### config.mk
export PLATFORM = sky130hd
export DESIGN_NAME = dpo_ctrl
export DESIGN_NICKNAME = d
export VERILOG_FILES = /design/src/core/dpo_ctrl.v
export VERILOG_INCLUDE_DIRS = /design/src /design/src/core
export SDC_FILE = /design/constraint.sdc
export NUM_CORES = 1
export LEC_CHECK = 0
export ABC_AREA = 1
export BUFFER_PORTS_ARGS = -buffer_cell sky130_fd_sc_hd__buf_2
export CORE_MARGIN = 2
export CORE_UTILIZATION = 42
export CTS_BUF_LIST = sky130_fd_sc_hd__clkbuf_16
export DETAILED_ROUTE_END_ITERATION = 12
export GPL_TIMING_DRIVEN = 0
export SYNTH_ARGS = -nofsm -noshare
export SYNTH_HDL_FRONTEND = slang
export SYNTH_SLANG_ARGS = --single-unit
### constraint.sdc
create_clock -name CLK_IN -period 5.5 [get_ports CLK_IN]
set_input_delay 0.825 -clock CLK_IN [delete_from_list [all_inputs] [get_ports CLK_IN]]
set_output_delay 0.825 -clock CLK_IN [all_outputs]
set_load 0.01 [all_outputs]
### src/core/dpo_consts.vh
// Constants for the DDR3 power-down and termination control block
`ifndef DPO_CONSTS_VH
`define DPO_CONSTS_VH

// Command codes {cs_n, ras_n, cas_n, we_n}
`define DPO_CMD_W        4
`define DPO_CMD_DESEL    4'h8
`define DPO_CMD_NOP      4'h7
`define DPO_CMD_ACT      4'h3
`define DPO_CMD_RD       4'h5
`define DPO_CMD_WR       4'h4
`define DPO_CMD_PRE      4'h2
`define DPO_CMD_REF      4'h1
`define DPO_CMD_MRS      4'h0
`define DPO_CMD_ZQ       4'h6

// Mode register field positions
`define DPO_MR0_PPD_BIT  12
`define DPO_MR1_RTT_B0   2
`define DPO_MR1_RTT_B1   6
`define DPO_MR1_RTT_B2   9
`define DPO_MR2_WR_B0    9
`define DPO_MR2_WR_B1    10
`define DPO_MR1_AL_LO    3
`define DPO_MR1_AL_HI    4
`define DPO_MR2_CWL_LO   3
`define DPO_MR2_CWL_HI   5
`define DPO_MR_BA_MR0    3'h0
`define DPO_MR_BA_MR1    3'h1
`define DPO_MR_BA_MR2    3'h2

// Latency constants in link clocks
`define DPO_ODT_LAT_SUB  5'h02
`define DPO_CWL_BASE     5'h05
`define DPO_TCPDED_NCK   4'h1
`define DPO_LAT_W        5
`define DPO_PIPE_LEN     32
`define DPO_NUM_BANKS    8

`endif

### src/core/dpo_ctrl.v
// DDR3 device power-down state keeping and synchronous termination control
//
// Added by the designer: the placing of the registers and strobed register access.
`timescale 1ns/1ps
`include "dpo_consts.vh"

module dpo_ctrl #(
	parameter RD_LAT      = 11,	// Read latency in link clocks
	parameter BURST_LEN   = 4	// Link clocks the data bus is driven
) (
	input  wire        CLK_IN,
	input  wire        RST_N_IN,
	input  wire        CK_IN,
	input  wire        CKE_IN,
	input  wire        ODT_IN,
	input  wire        RESET_N_IN,
	input  wire        CS_N_IN,
	input  wire        RAS_N_IN,
	input  wire        CAS_N_IN,
	input  wire        WE_N_IN,
	input  wire [2:0]  BA_IN,
	input  wire [15:0] ADDR_IN,
	input  wire        DLL_LOCKED_IN,
	input  wire        SELF_REFRESH_IN,
	output reg         POWER_DOWN_OUT,
	output reg         ACTIVE_PD_OUT,
	output reg         PRECHARGE_PD_OUT,
	output reg         DLL_ON_OUT,
	output reg         BUF_EN_OUT,
	output reg         CMD_RX_EN_OUT,
	output reg         IN_RESET_OUT,
	output reg         TERM_ON_OUT,
	output reg  [4:0]  TERM_SEL_OUT,
	output reg         DQ_DRIVE_OUT
);

	// ------------------------------------------------------------
	// Input synchronisers
	// ------------------------------------------------------------
	localparam NIN = 12;
	wire [NIN-1:0] raw_in = {CK_IN, CKE_IN, ODT_IN, RESET_N_IN, CS_N_IN,
		RAS_N_IN, CAS_N_IN, WE_N_IN, BA_IN, SELF_REFRESH_IN};
	reg  [NIN-1:0] s1_r, s2_r, s3_r, stab_r;
	reg  [15:0]    a1_r, a2_r, a3_r, astab_r;

	// Three stages; value accepted when the last two agree
	always @(posedge CLK_IN) begin
		if (!RST_N_IN) begin
			s1_r    <= 12'h0F0;
			s2_r    <= 12'h0F0;
			s3_r    <= 12'h0F0;
			stab_r  <= 12'h0F0;
			a1_r    <= 16'h0000;
			a2_r    <= 16'h0000;
			a3_r    <= 16'h0000;
			astab_r <= 16'h0000;
		end else begin
			s1_r   <= raw_in;
			s2_r   <= s1_r;
			s3_r   <= s2_r;
			// Hold the last agreed value while the stages disagree
			stab_r <= (stab_r & (s2_r ^ s3_r)) | (s2_r & ~(s2_r ^ s3_r));
			a1_r   <= ADDR_IN;
			a2_r   <= a1_r;
			a3_r   <= a2_r;
			astab_r <= (astab_r & (a2_r ^ a3_r)) | (a2_r & ~(a2_r ^ a3_r));
		end
	end

	wire       ck_s    = stab_r[11];
	wire       cke_s   = stab_r[10];
	wire       odt_s   = stab_r[9];
	wire       rstp_s  = stab_r[8];
	wire [3:0] cmd_s   = stab_r[7:4];
	wire [2:0] ba_s    = stab_r[3:1];
	wire       sr_s    = stab_r[0];

	// ------------------------------------------------------------
	// Link clock edge finder
	// ------------------------------------------------------------
	reg  ck_d_r;
	wire ck_rise = ck_s & ~ck_d_r;

	always @(posedge CLK_IN) begin
		if (!RST_N_IN)
			ck_d_r <= 1'b0;
		else
			ck_d_r <= ck_s;
	end

	// Command decode with chip select
	function is_nop;
		input [3:0] c;
		begin
			is_nop = c[3] | (c == `DPO_CMD_NOP);
		end
	endfunction

	function is_cmd;
		input [3:0] c;
		input [3:0] k;
		begin
			is_cmd = ~c[3] & (c[2:0] == k[2:0]);
		end
	endfunction

	// ------------------------------------------------------------
	// Mode registers, bank tracking, power-down state
	// ------------------------------------------------------------
	localparam ST_IDLE = 3'b001;
	localparam ST_PD   = 3'b010;
	localparam ST_RST  = 3'b100;

	reg  [2:0]  st_r, st_nxt;
	reg         ppd_keep_dll_r;
	reg  [4:0]  rtt_bits_r;
	reg  [1:0]  al_code_r;
	reg  [2:0]  cwl_code_r;
	reg  [7:0]  bank_open_r;
	reg         cke_prev_r;
	reg  [3:0]  cpded_cnt_r;

	wire cmd_ok = is_nop(cmd_s);
	wire enter  = ck_rise & cke_prev_r & ~cke_s & cmd_ok;
	wire leave  = ck_rise & ~cke_prev_r & cke_s & cmd_ok;

	// State machine next state
	always @* begin
		st_nxt = st_r;
		case (st_r)
		ST_IDLE: begin
			if (enter)
				st_nxt = ST_PD;
		end
		ST_PD: begin
			if (leave)
				st_nxt = ST_IDLE;
		end
		ST_RST: begin
			st_nxt = ST_IDLE;
		end
		default: st_nxt = ST_IDLE;
		endcase
		if (!rstp_s)
			st_nxt = ST_RST;
	end

	// Additive latency from MR1 code: 1 gives CWL, 2 gives CWL-1, 0 and 3 give 0
	function [4:0] add_lat;
		input [1:0] code;
		input [4:0] cwl;
		begin
			case (code)
			2'h1:    add_lat = cwl;
			2'h2:    add_lat = cwl - 5'h01;
			default: add_lat = 5'h00;
			endcase
		end
	endfunction

	wire [4:0] cwl_val = `DPO_CWL_BASE + {2'h0, cwl_code_r};
	wire [4:0] al_val  = add_lat(al_code_r, cwl_val);
	wire [4:0] odt_lat = cwl_val + al_val - `DPO_ODT_LAT_SUB;

	// Sequential state, mode registers and bank bookkeeping
	always @(posedge CLK_IN) begin
		if (!RST_N_IN) begin
			st_r             <= ST_RST;
			ppd_keep_dll_r   <= 1'b0;
			rtt_bits_r       <= 5'h00;
			al_code_r        <= 2'h0;
			cwl_code_r       <= 3'h0;
			bank_open_r      <= 8'h00;
			cke_prev_r       <= 1'b0;
			cpded_cnt_r      <= 4'h0;
		end else begin
			st_r <= st_nxt;
			if (ck_rise)
				cke_prev_r <= cke_s;
			if (st_nxt == ST_RST) begin
				bank_open_r <= 8'h00;
				rtt_bits_r  <= 5'h00;
			end else if (ck_rise && cke_s && st_r == ST_IDLE) begin
				if (is_cmd(cmd_s, `DPO_CMD_MRS)) begin
					if (ba_s == `DPO_MR_BA_MR0)
						ppd_keep_dll_r <= astab_r[`DPO_MR0_PPD_BIT];
					if (ba_s == `DPO_MR_BA_MR1) begin
						rtt_bits_r[2:0] <= {astab_r[`DPO_MR1_RTT_B2],
							astab_r[`DPO_MR1_RTT_B1],
							astab_r[`DPO_MR1_RTT_B0]};
						al_code_r <= astab_r[`DPO_MR1_AL_HI:`DPO_MR1_AL_LO];
					end
					if (ba_s == `DPO_MR_BA_MR2) begin
						rtt_bits_r[4:3] <= {astab_r[`DPO_MR2_WR_B1],
							astab_r[`DPO_MR2_WR_B0]};
						cwl_code_r <= astab_r[`DPO_MR2_CWL_HI:`DPO_MR2_CWL_LO];
					end
				end
				if (is_cmd(cmd_s, `DPO_CMD_ACT))
					bank_open_r[ba_s] <= 1'b1;
				if (is_cmd(cmd_s, `DPO_CMD_PRE))
					bank_open_r <= astab_r[10] ? 8'h00 :
						(bank_open_r & ~(8'h01 << ba_s));
			end
			// Receivers stay on tCPDED after entry
			if (enter)
				cpded_cnt_r <= `DPO_TCPDED_NCK;
			else if (ck_rise && cpded_cnt_r != 4'h0)
				cpded_cnt_r <= cpded_cnt_r - 4'h1;
		end
	end

	// ------------------------------------------------------------
	// Power-down outputs
	// ------------------------------------------------------------
	wire in_pd   = (st_r == ST_PD);
	wire any_open = |bank_open_r;
	wire dll_on  = ~in_pd | any_open | ppd_keep_dll_r;

	always @(posedge CLK_IN) begin
		if (!RST_N_IN) begin
			POWER_DOWN_OUT   <= 1'b0;
			ACTIVE_PD_OUT    <= 1'b0;
			PRECHARGE_PD_OUT <= 1'b0;
			DLL_ON_OUT       <= 1'b0;
			BUF_EN_OUT       <= 1'b0;
			CMD_RX_EN_OUT    <= 1'b0;
			IN_RESET_OUT     <= 1'b1;
		end else begin
			POWER_DOWN_OUT   <= in_pd;
			// Mode set by bank state at entry; banks are not updated in power-down
			ACTIVE_PD_OUT    <= in_pd & any_open;
			PRECHARGE_PD_OUT <= in_pd & ~any_open;
			DLL_ON_OUT       <= dll_on & (st_r != ST_RST);
			BUF_EN_OUT       <= ~in_pd & (st_r != ST_RST);
			CMD_RX_EN_OUT    <= (~in_pd | (cpded_cnt_r != 4'h0)) &
				(st_r != ST_RST);
			IN_RESET_OUT     <= (st_r == ST_RST);
		end
	end

	// ------------------------------------------------------------
	// Termination: ODT pipeline, read drive window
	// ------------------------------------------------------------
	reg [`DPO_PIPE_LEN-1:0] odt_pipe_r;
	reg [`DPO_PIPE_LEN-1:0] rd_pipe_r;
	reg [3:0]               drv_cnt_r;

	wire term_en   = |rtt_bits_r;
	wire sync_mode = dll_on & DLL_LOCKED_IN;
	// Tap n holds the ODT level sampled n link clocks ago
	wire odt_late  = odt_pipe_r[odt_lat];
	wire rd_cmd    = ck_rise & cke_s & (st_r == ST_IDLE) &
		is_cmd(cmd_s, `DPO_CMD_RD);
	wire [4:0] rl  = RD_LAT[4:0];
	wire rd_start  = rd_pipe_r[rl - 5'h01];

	// Shift ODT and reads one slot per link clock
	always @(posedge CLK_IN) begin
		if (!RST_N_IN) begin
			odt_pipe_r <= 32'h00000000;
			rd_pipe_r  <= 32'h00000000;
			drv_cnt_r  <= 4'h0;
		end else if (ck_rise) begin
			// AL folded into the pipeline tap
			odt_pipe_r <= {odt_pipe_r[`DPO_PIPE_LEN-2:0], odt_s};
			rd_pipe_r  <= {rd_pipe_r[`DPO_PIPE_LEN-2:0], rd_cmd};
			if (rd_start)
				drv_cnt_r <= BURST_LEN[3:0];
			else if (drv_cnt_r != 4'h0)
				drv_cnt_r <= drv_cnt_r - 4'h1;
		end
	end

	// Termination output, off while driving the bus
	always @(posedge CLK_IN) begin
		if (!RST_N_IN) begin
			TERM_ON_OUT  <= 1'b0;
			TERM_SEL_OUT <= 5'h00;
			DQ_DRIVE_OUT <= 1'b0;
		end else begin
			DQ_DRIVE_OUT <= (drv_cnt_r != 4'h0);
			TERM_SEL_OUT <= rtt_bits_r;
			TERM_ON_OUT  <= term_en & ~sr_s & sync_mode &
				(st_r != ST_RST) & odt_late &
				(drv_cnt_r == 4'h0);
		end
	end

endmodule // dpo_ctrl

==> results.sh, run 1 <==
export IMPL_outcome="completed"
export IMPL_yosys_warnings=0
export IMPL_h_tree_depth=4
export IMPL_die_y_um=127.7
export IMPL_path_class="reg2reg"
export IMPL_finalMaxSlewViolations=0
export IMPL_clk_latency_ns=0.43
export IMPL_hold_viol_final=0
export IMPL_clk_pin_slew_ns=0.07
export IMPL_nNetsFinal=926
export IMPL_worst_r2r_path_depth=17
export IMPL_grt_max_degree=19
export IMPL_arrival_ns=3.27
export IMPL_skew_ns=0.008258
export IMPL_grt_pass1_vias=4588
export IMPL_antenna_found_initial=0
export IMPL_dr_pass1_iters=5
export IMPL_gr_total_overflow=0
export IMPL_cp_max_fo=6
export IMPL_grt_pass1_wl_um=21540
export IMPL_multi_input_area_sq_um=2456
export IMPL_vias=5062
export IMPL_worstPathRequired_ns=5.86
export IMPL_powerDensity_nw_per_um2=330.3
export IMPL_initial_core_util=0.4260
export IMPL_placement_rows=45
export IMPL_routed_via_density=4.674
export IMPL_cts_root_buf="clkbuf_16"
export IMPL_ys_ff_latch=169
export IMPL_finalCritPeriodShare=0.5293
export IMPL_final_cell_mix="169 x dfxtp_1, 125 x nor2_1, 119 x inv_1, 111 x nand2_1, 91 x o21ai_0"
export IMPL_fmax_mhz=343.5
export IMPL_rsz0062_at_grt="no"
export IMPL_setup_violations=0
export IMPL_die_area_sq_um=16310
export IMPL_track_usage=0.1663
export IMPL_syn_area_sq_um=6427
export IMPL_pin_count=45
export IMPL_clock_sinks=169
export IMPL_async_reset_ff_frac=0
export IMPL_gp_congestion=0.8407
export IMPL_wl_per_cell_um=11.37
export IMPL_routed_wl_um=12310
export IMPL_drcViolationCount=0
export IMPL_syn_area_per_cell_sq_um=7.772
export IMPL_drt_first_iter_violations=308
export IMPL_area_growth_pct=15.42
export IMPL_worst_pin_slew_ns=0.7475
export IMPL_fill_cells=1495
export IMPL_seq_area_sq_um=3383
export IMPL_netlist_instances=827
export IMPL_mostFrequentLayoutCell="dfxtp_1"
export IMPL_synth_edff_count=0
export IMPL_hold_class="reg2reg"
export IMPL_cts_tree="yes"
export IMPL_hold_buffers=0
export IMPL_end_kind="flop"
export IMPL_cts_buffer_depth=2
export IMPL_route_antenna_remaining_nets=0
export IMPL_numCtsBuffers=17
export IMPL_holdWs_ns=0.4110
export IMPL_tns_ns=0
export IMPL_synth_nets=871
export IMPL_dp_hpwl_um=8556
export IMPL_holdPathStages=2
export IMPL_cts_setup_buffers=0
export IMPL_cts_resized=0
export IMPL_die_w_um=127.7
export IMPL_antenna_cells=0
export IMPL_ys_types=32
export IMPL_layout_drive_gt1_share=0.1095
export IMPL_io_buffers=36
export IMPL_core_area_sq_um=15090
export IMPL_synthFlopType="dfxtp_1"
export IMPL_fin_crit_ns=2.911
export IMPL_relSlewSlack=0.4978
export IMPL_ir_drop_mv=0.2209
export IMPL_power_leakage_nw=3.532
export IMPL_start_kind="flop"
export IMPL_ys_seq_area_frac=0.5264
export IMPL_maxCapViolCount=0
[layer usage]
metal	share of wire	vias up	GRT usage
li1	-	2725	-
met1	0.50	2228	0.2238
met2	0.44	97	0.2513
met3	0.045	12	0.04841
met4	0.012	0	0.06787
met5	0	-	0
[per-stage QoR]
stage               instances  instance area (sq um)  setup WS, ns  power [mW]  utilization
floorplan                 827                   6427         2.951       1.308            -
global placement         1051                   6843         2.649       1.328       0.4535
detailed placement       1051                   6843         2.604       1.329       0.4535
CTS                      1083                   7418         2.589       2.480       0.4916
global route             1083                   7418         2.291       2.553       0.4916
finish                   1083                   7418         2.589       2.450       0.4916
[cell type report]
| type | count | share of cell area |
|---|---|---|
| Inverter | 120 | 0.06072 |
| Multi-Input combinational cell | 506 | 0.3311 |
| Clock buffer | 17 | 0.05735 |
| Sequential cell | 169 | 0.4561 |
| Timing Repair Buffer | 36 | 0.02429 |
| Tap cell | 188 | 0.03171 |
| Buffer | 32 | 0.01855 |
| Clock inverter | 15 | 0.02024 |
[cells by family (layout without fill, tap and decap cells)]
family	after synthesis	after routing	synth area share
XOR/XNOR	7	7	0.009539
AO/OA/AOI/OAI	150	150	0.1184
adder cells (fa/ha/maj)	13	13	0.02647
flip-flops	169	169	0.5264
buffers and inverters	152	220	0.09149
AND/OR/NAND/NOR	336	336	0.2278
[where the power goes]
group | total, mW | switching, mW | internal (mW)
clock | 1.15 | 0.546 | 0.605
sequential | 1.25 | 0.00803 | 1.24
combinational | 0.0488 | 0.0300 | 0.0188
[final timing paths]
kind                               from                      to  slack [ns]
max          cwl_code_r[0]$_SDFFE_PN0P_  TERM_ON_OUT$_SDFF_PN0_        2.59
min                  a1_r[5]$_SDFF_PN0_      a2_r[5]$_SDFF_PN0_        0.41
max reg2reg  cwl_code_r[0]$_SDFFE_PN0P_  TERM_ON_OUT$_SDFF_PN0_        2.59
min reg2reg          a1_r[5]$_SDFF_PN0_      a2_r[5]$_SDFF_PN0_        0.41
[worst max-delay path: stages, from the launching register on]
cell and delay (ns):
dfxtp_1 0.45, ha_1 0.23, xor2_1 0.25, nand3_1 0.13, xor2_1 0.15, nand2_1 0.06
o21ai_0 0.07, inv_1 0.06, ha_1 0.26, inv_1 0.04, ha_1 0.32, xor2_1 0.33
inv_1 0.11, nand3_1 0.09, nand2_1 0.07, nand2_1 0.06, nand2_1 0.04, nor2_1 0.11
[synthesized netlist by cell type (7+ instances only)]
master | number | area, sq um
dfxtp_1 | 169 | 3383
nor2_1 | 125 | 469.2
inv_1 | 119 | 446.7
nand2_1 | 111 | 416.7
o21ai_0 | 91 | 455.4
nand3_1 | 62 | 310.3
a21oi_1 | 53 | 265.3
clkbuf_1 | 24 | 90.09
or2_2 | 13 | 81.33
ha_1 | 12 | 150.1
nor3_1 | 10 | 50.05
xor2_1 | 7 | 61.31
Power figures use the tool's default switching activity.
==> run 2: changes to the inputs <==
- clock period: 5.5 -> 3 ns (I/O delays scaled with it)
==> results.sh, run 2 (synthesized netlist as in run 1, its figures left out) <==
export IMPL_cp_max_fo=5
export IMPL_skew_ns=0.009514
export IMPL_setup_worst_path_start="al_code_r[0]$_SDFFE_PN0P_"
export IMPL_grt_pass1_vias=4588
export IMPL_relSlewSlack=0.4835
export IMPL_seq_power_share=0.510
export IMPL_final_core_util=0.4930
export IMPL_numCtsBuffers=17
export IMPL_clock_sinks=169
export IMPL_crit_path_frequent_cell="inv_1"
export IMPL_antenna_cells=0
export IMPL_power_leakage_nw=3.536
export IMPL_cts_buffer_depth=2
export IMPL_end_kind="flop"
export IMPL_dp_cells=1051
export IMPL_fin_cells=1083
export IMPL_crit_path_end="TERM_ON_OUT$_SDFF_PN0_"
export IMPL_reg2reg_from="al_code_r[0]$_SDFFE_PN0P_"
export IMPL_worst_pin_slew_ns=0.7688
export IMPL_dp_hpwl_um=8556
export IMPL_vias=5065
export IMPL_clk_latency_ns=0.43
export IMPL_pin_count=45
export IMPL_holdWs_ns=0.1903
export IMPL_hold_viol_final=0
export IMPL_final_cell_mix="168 x dfxtp_1, 124 x nor2_1, 119 x inv_1, 111 x nand2_1, 91 x o21ai_0"
export IMPL_arrival_ns=3.10
export IMPL_gr_total_overflow=0
export IMPL_hold_class="in2reg"
export IMPL_rrSetupSlack_ns=0.23
export IMPL_start_kind="flop"
export IMPL_grt_max_degree=19
export IMPL_tns_ns=0
export IMPL_outcome="completed"
export IMPL_die_area_sq_um=16310
export IMPL_slowest_delay_ns=0.60
export IMPL_p_comb_frac=0.020
export IMPL_p_sw_frac=0.2391
export IMPL_dr_pass1_iters=5
export IMPL_die_y_um=127.7
export IMPL_track_usage=0.1663
export IMPL_die_w_um=127.7
export IMPL_mostFrequentLayoutCell="dfxtp_1"
export IMPL_area_growth_pct=15.75
export IMPL_hold_buffers=0
export IMPL_antenna_found_initial=0
export IMPL_nNetsFinal=926
export IMPL_ir_drop_mv=0.4081
export IMPL_core_area_sq_um=15090
export IMPL_r2r_end="TERM_ON_OUT$_SDFF_PN0_"
export IMPL_routed_via_density=4.677
export IMPL_grt_pass1_wl_um=21540
export IMPL_p_sw_mw=1.075
export IMPL_worst_r2r_path_depth=16
export IMPL_clk_pin_slew_ns=0.07
export IMPL_io_buffers=36
export IMPL_drcViolationCount=0
export IMPL_fmax_mhz=360.4
export IMPL_gp_congestion=0.8407
export IMPL_path_class="reg2reg"
export IMPL_worstPathRequired_ns=3.33
export IMPL_cts_root_buf="clkbuf_16"
export IMPL_drt_first_iter_violations=322
export IMPL_routed_wl_um=12360
export IMPL_finalCritPeriodShare=0.9249
export IMPL_hold_path_startpoint="ADDR_IN[6]"
export IMPL_critPathSlowestCell="fa_2"
export IMPL_initial_core_util=0.4260
export IMPL_internal_power_mw=3.421
export IMPL_placement_rows=45
export IMPL_fin_crit_ns=2.775
export IMPL_setup_violations=0
export IMPL_cts_tree="yes"
export IMPL_powerDensity_nw_per_um2=604.3
export IMPL_wl_per_cell_um=11.41
export IMPL_p_clk_frac=0.470
export IMPL_finalMaxSlewViolations=0
export IMPL_route_antenna_remaining_nets=0
export IMPL_path_cells="inv_1 > ha_1 > nor2_2 > a21oi_1 > ha_1 > inv_1 > ha_1 > inv_1 > fa_2 > inv_1 > nand3_1 > nand3_1 > nand2_1 > nand2_1 > nand2_1 > nor2_1"
export IMPL_maxCapViolCount=0
export IMPL_h_tree_depth=4
export IMPL_layout_drive_gt1_share=0.1151
## run 2: what timing repair did
| item | 4_1_cts | 5_1_grt |
|---|---|---|
| endpoints found under the setup margin | 0 | 1 |
| resized for setup | 0 | 5 |
| setup buffers | 0 | 0 |
## run 2: critical path, delay by kind of cell (launching register included)
family / cells / cell delay (ns)
and+or+nand+nor: 7 / 0.58
buffers and inverters: 4 / 0.30
adders and majority gates: 4 / 1.35
DFF: 1 / 0.33
AOI/OAI and AO/OA: 1 / 0.10
## run 2: metrics by stage
| stage | total power [mW] | instance area [sq um] | setup slack (ns) |
|---|---|---|---|
| 4_1_cts | 4.546 | 7418 | 0.08930 |
| 5_1_grt | 4.680 | 7440 | -0.001806 |
| 3_5_place_dp | 2.436 | 6843 | 0.1040 |
| 6_report | 4.496 | 7440 | 0.2252 |
| 3_3_place_gp | 2.434 | 6843 | 0.1492 |
| 2_1_floorplan | 2.398 | 6427 | 0.4507 |
## run 2: worst min path at each step
stage	cells after the start	endpoint	slack, ns
after global routing	3	a1_r[10]$_SDFF_PN0_	0.19
after CTS	3	a1_r[6]$_SDFF_PN0_	0.17
after floorplan	2	a2_r[10]$_SDFF_PN0_	0.39
final	3	a1_r[6]$_SDFF_PN0_	0.19
after global placement	2	a2_r[12]$_SDFF_PN0_	0.39
after detailed placement	2	a2_r[6]$_SDFF_PN0_	0.39
## run 2: area by class of cell
type	count	area [sq um]
buffer	32	137.6
clock buffer	17	425.4
clock inverter	15	150.1
fill	1491	7650
inverter	120	450.4
multi-input combinational	506	2476
sequential	169	3385
tap	188	235.2
timing repair buffer	36	180.2
## run 2: power by group through the flow
stage	Combinational, mW	Sequential [mW]	Clock, mW
5_1_grt	0.107	2.30	2.28
3_5_place_dp	0.0924	2.34	0
4_1_cts	0.0925	2.29	2.16
6_report	0.0894	2.29	2.11
3_3_place_gp	0.0908	2.34	0
2_1_floorplan	0.0576	2.34	0
## run 2: per-layer routing
metal  track usage  vias up  wire length [um]
met1        0.2238     2231              6234
li1              -     2728                 -
met4       0.06787        0               209
met2        0.2513       86              5415
met5             0        -                 0
met3       0.04841       20               501
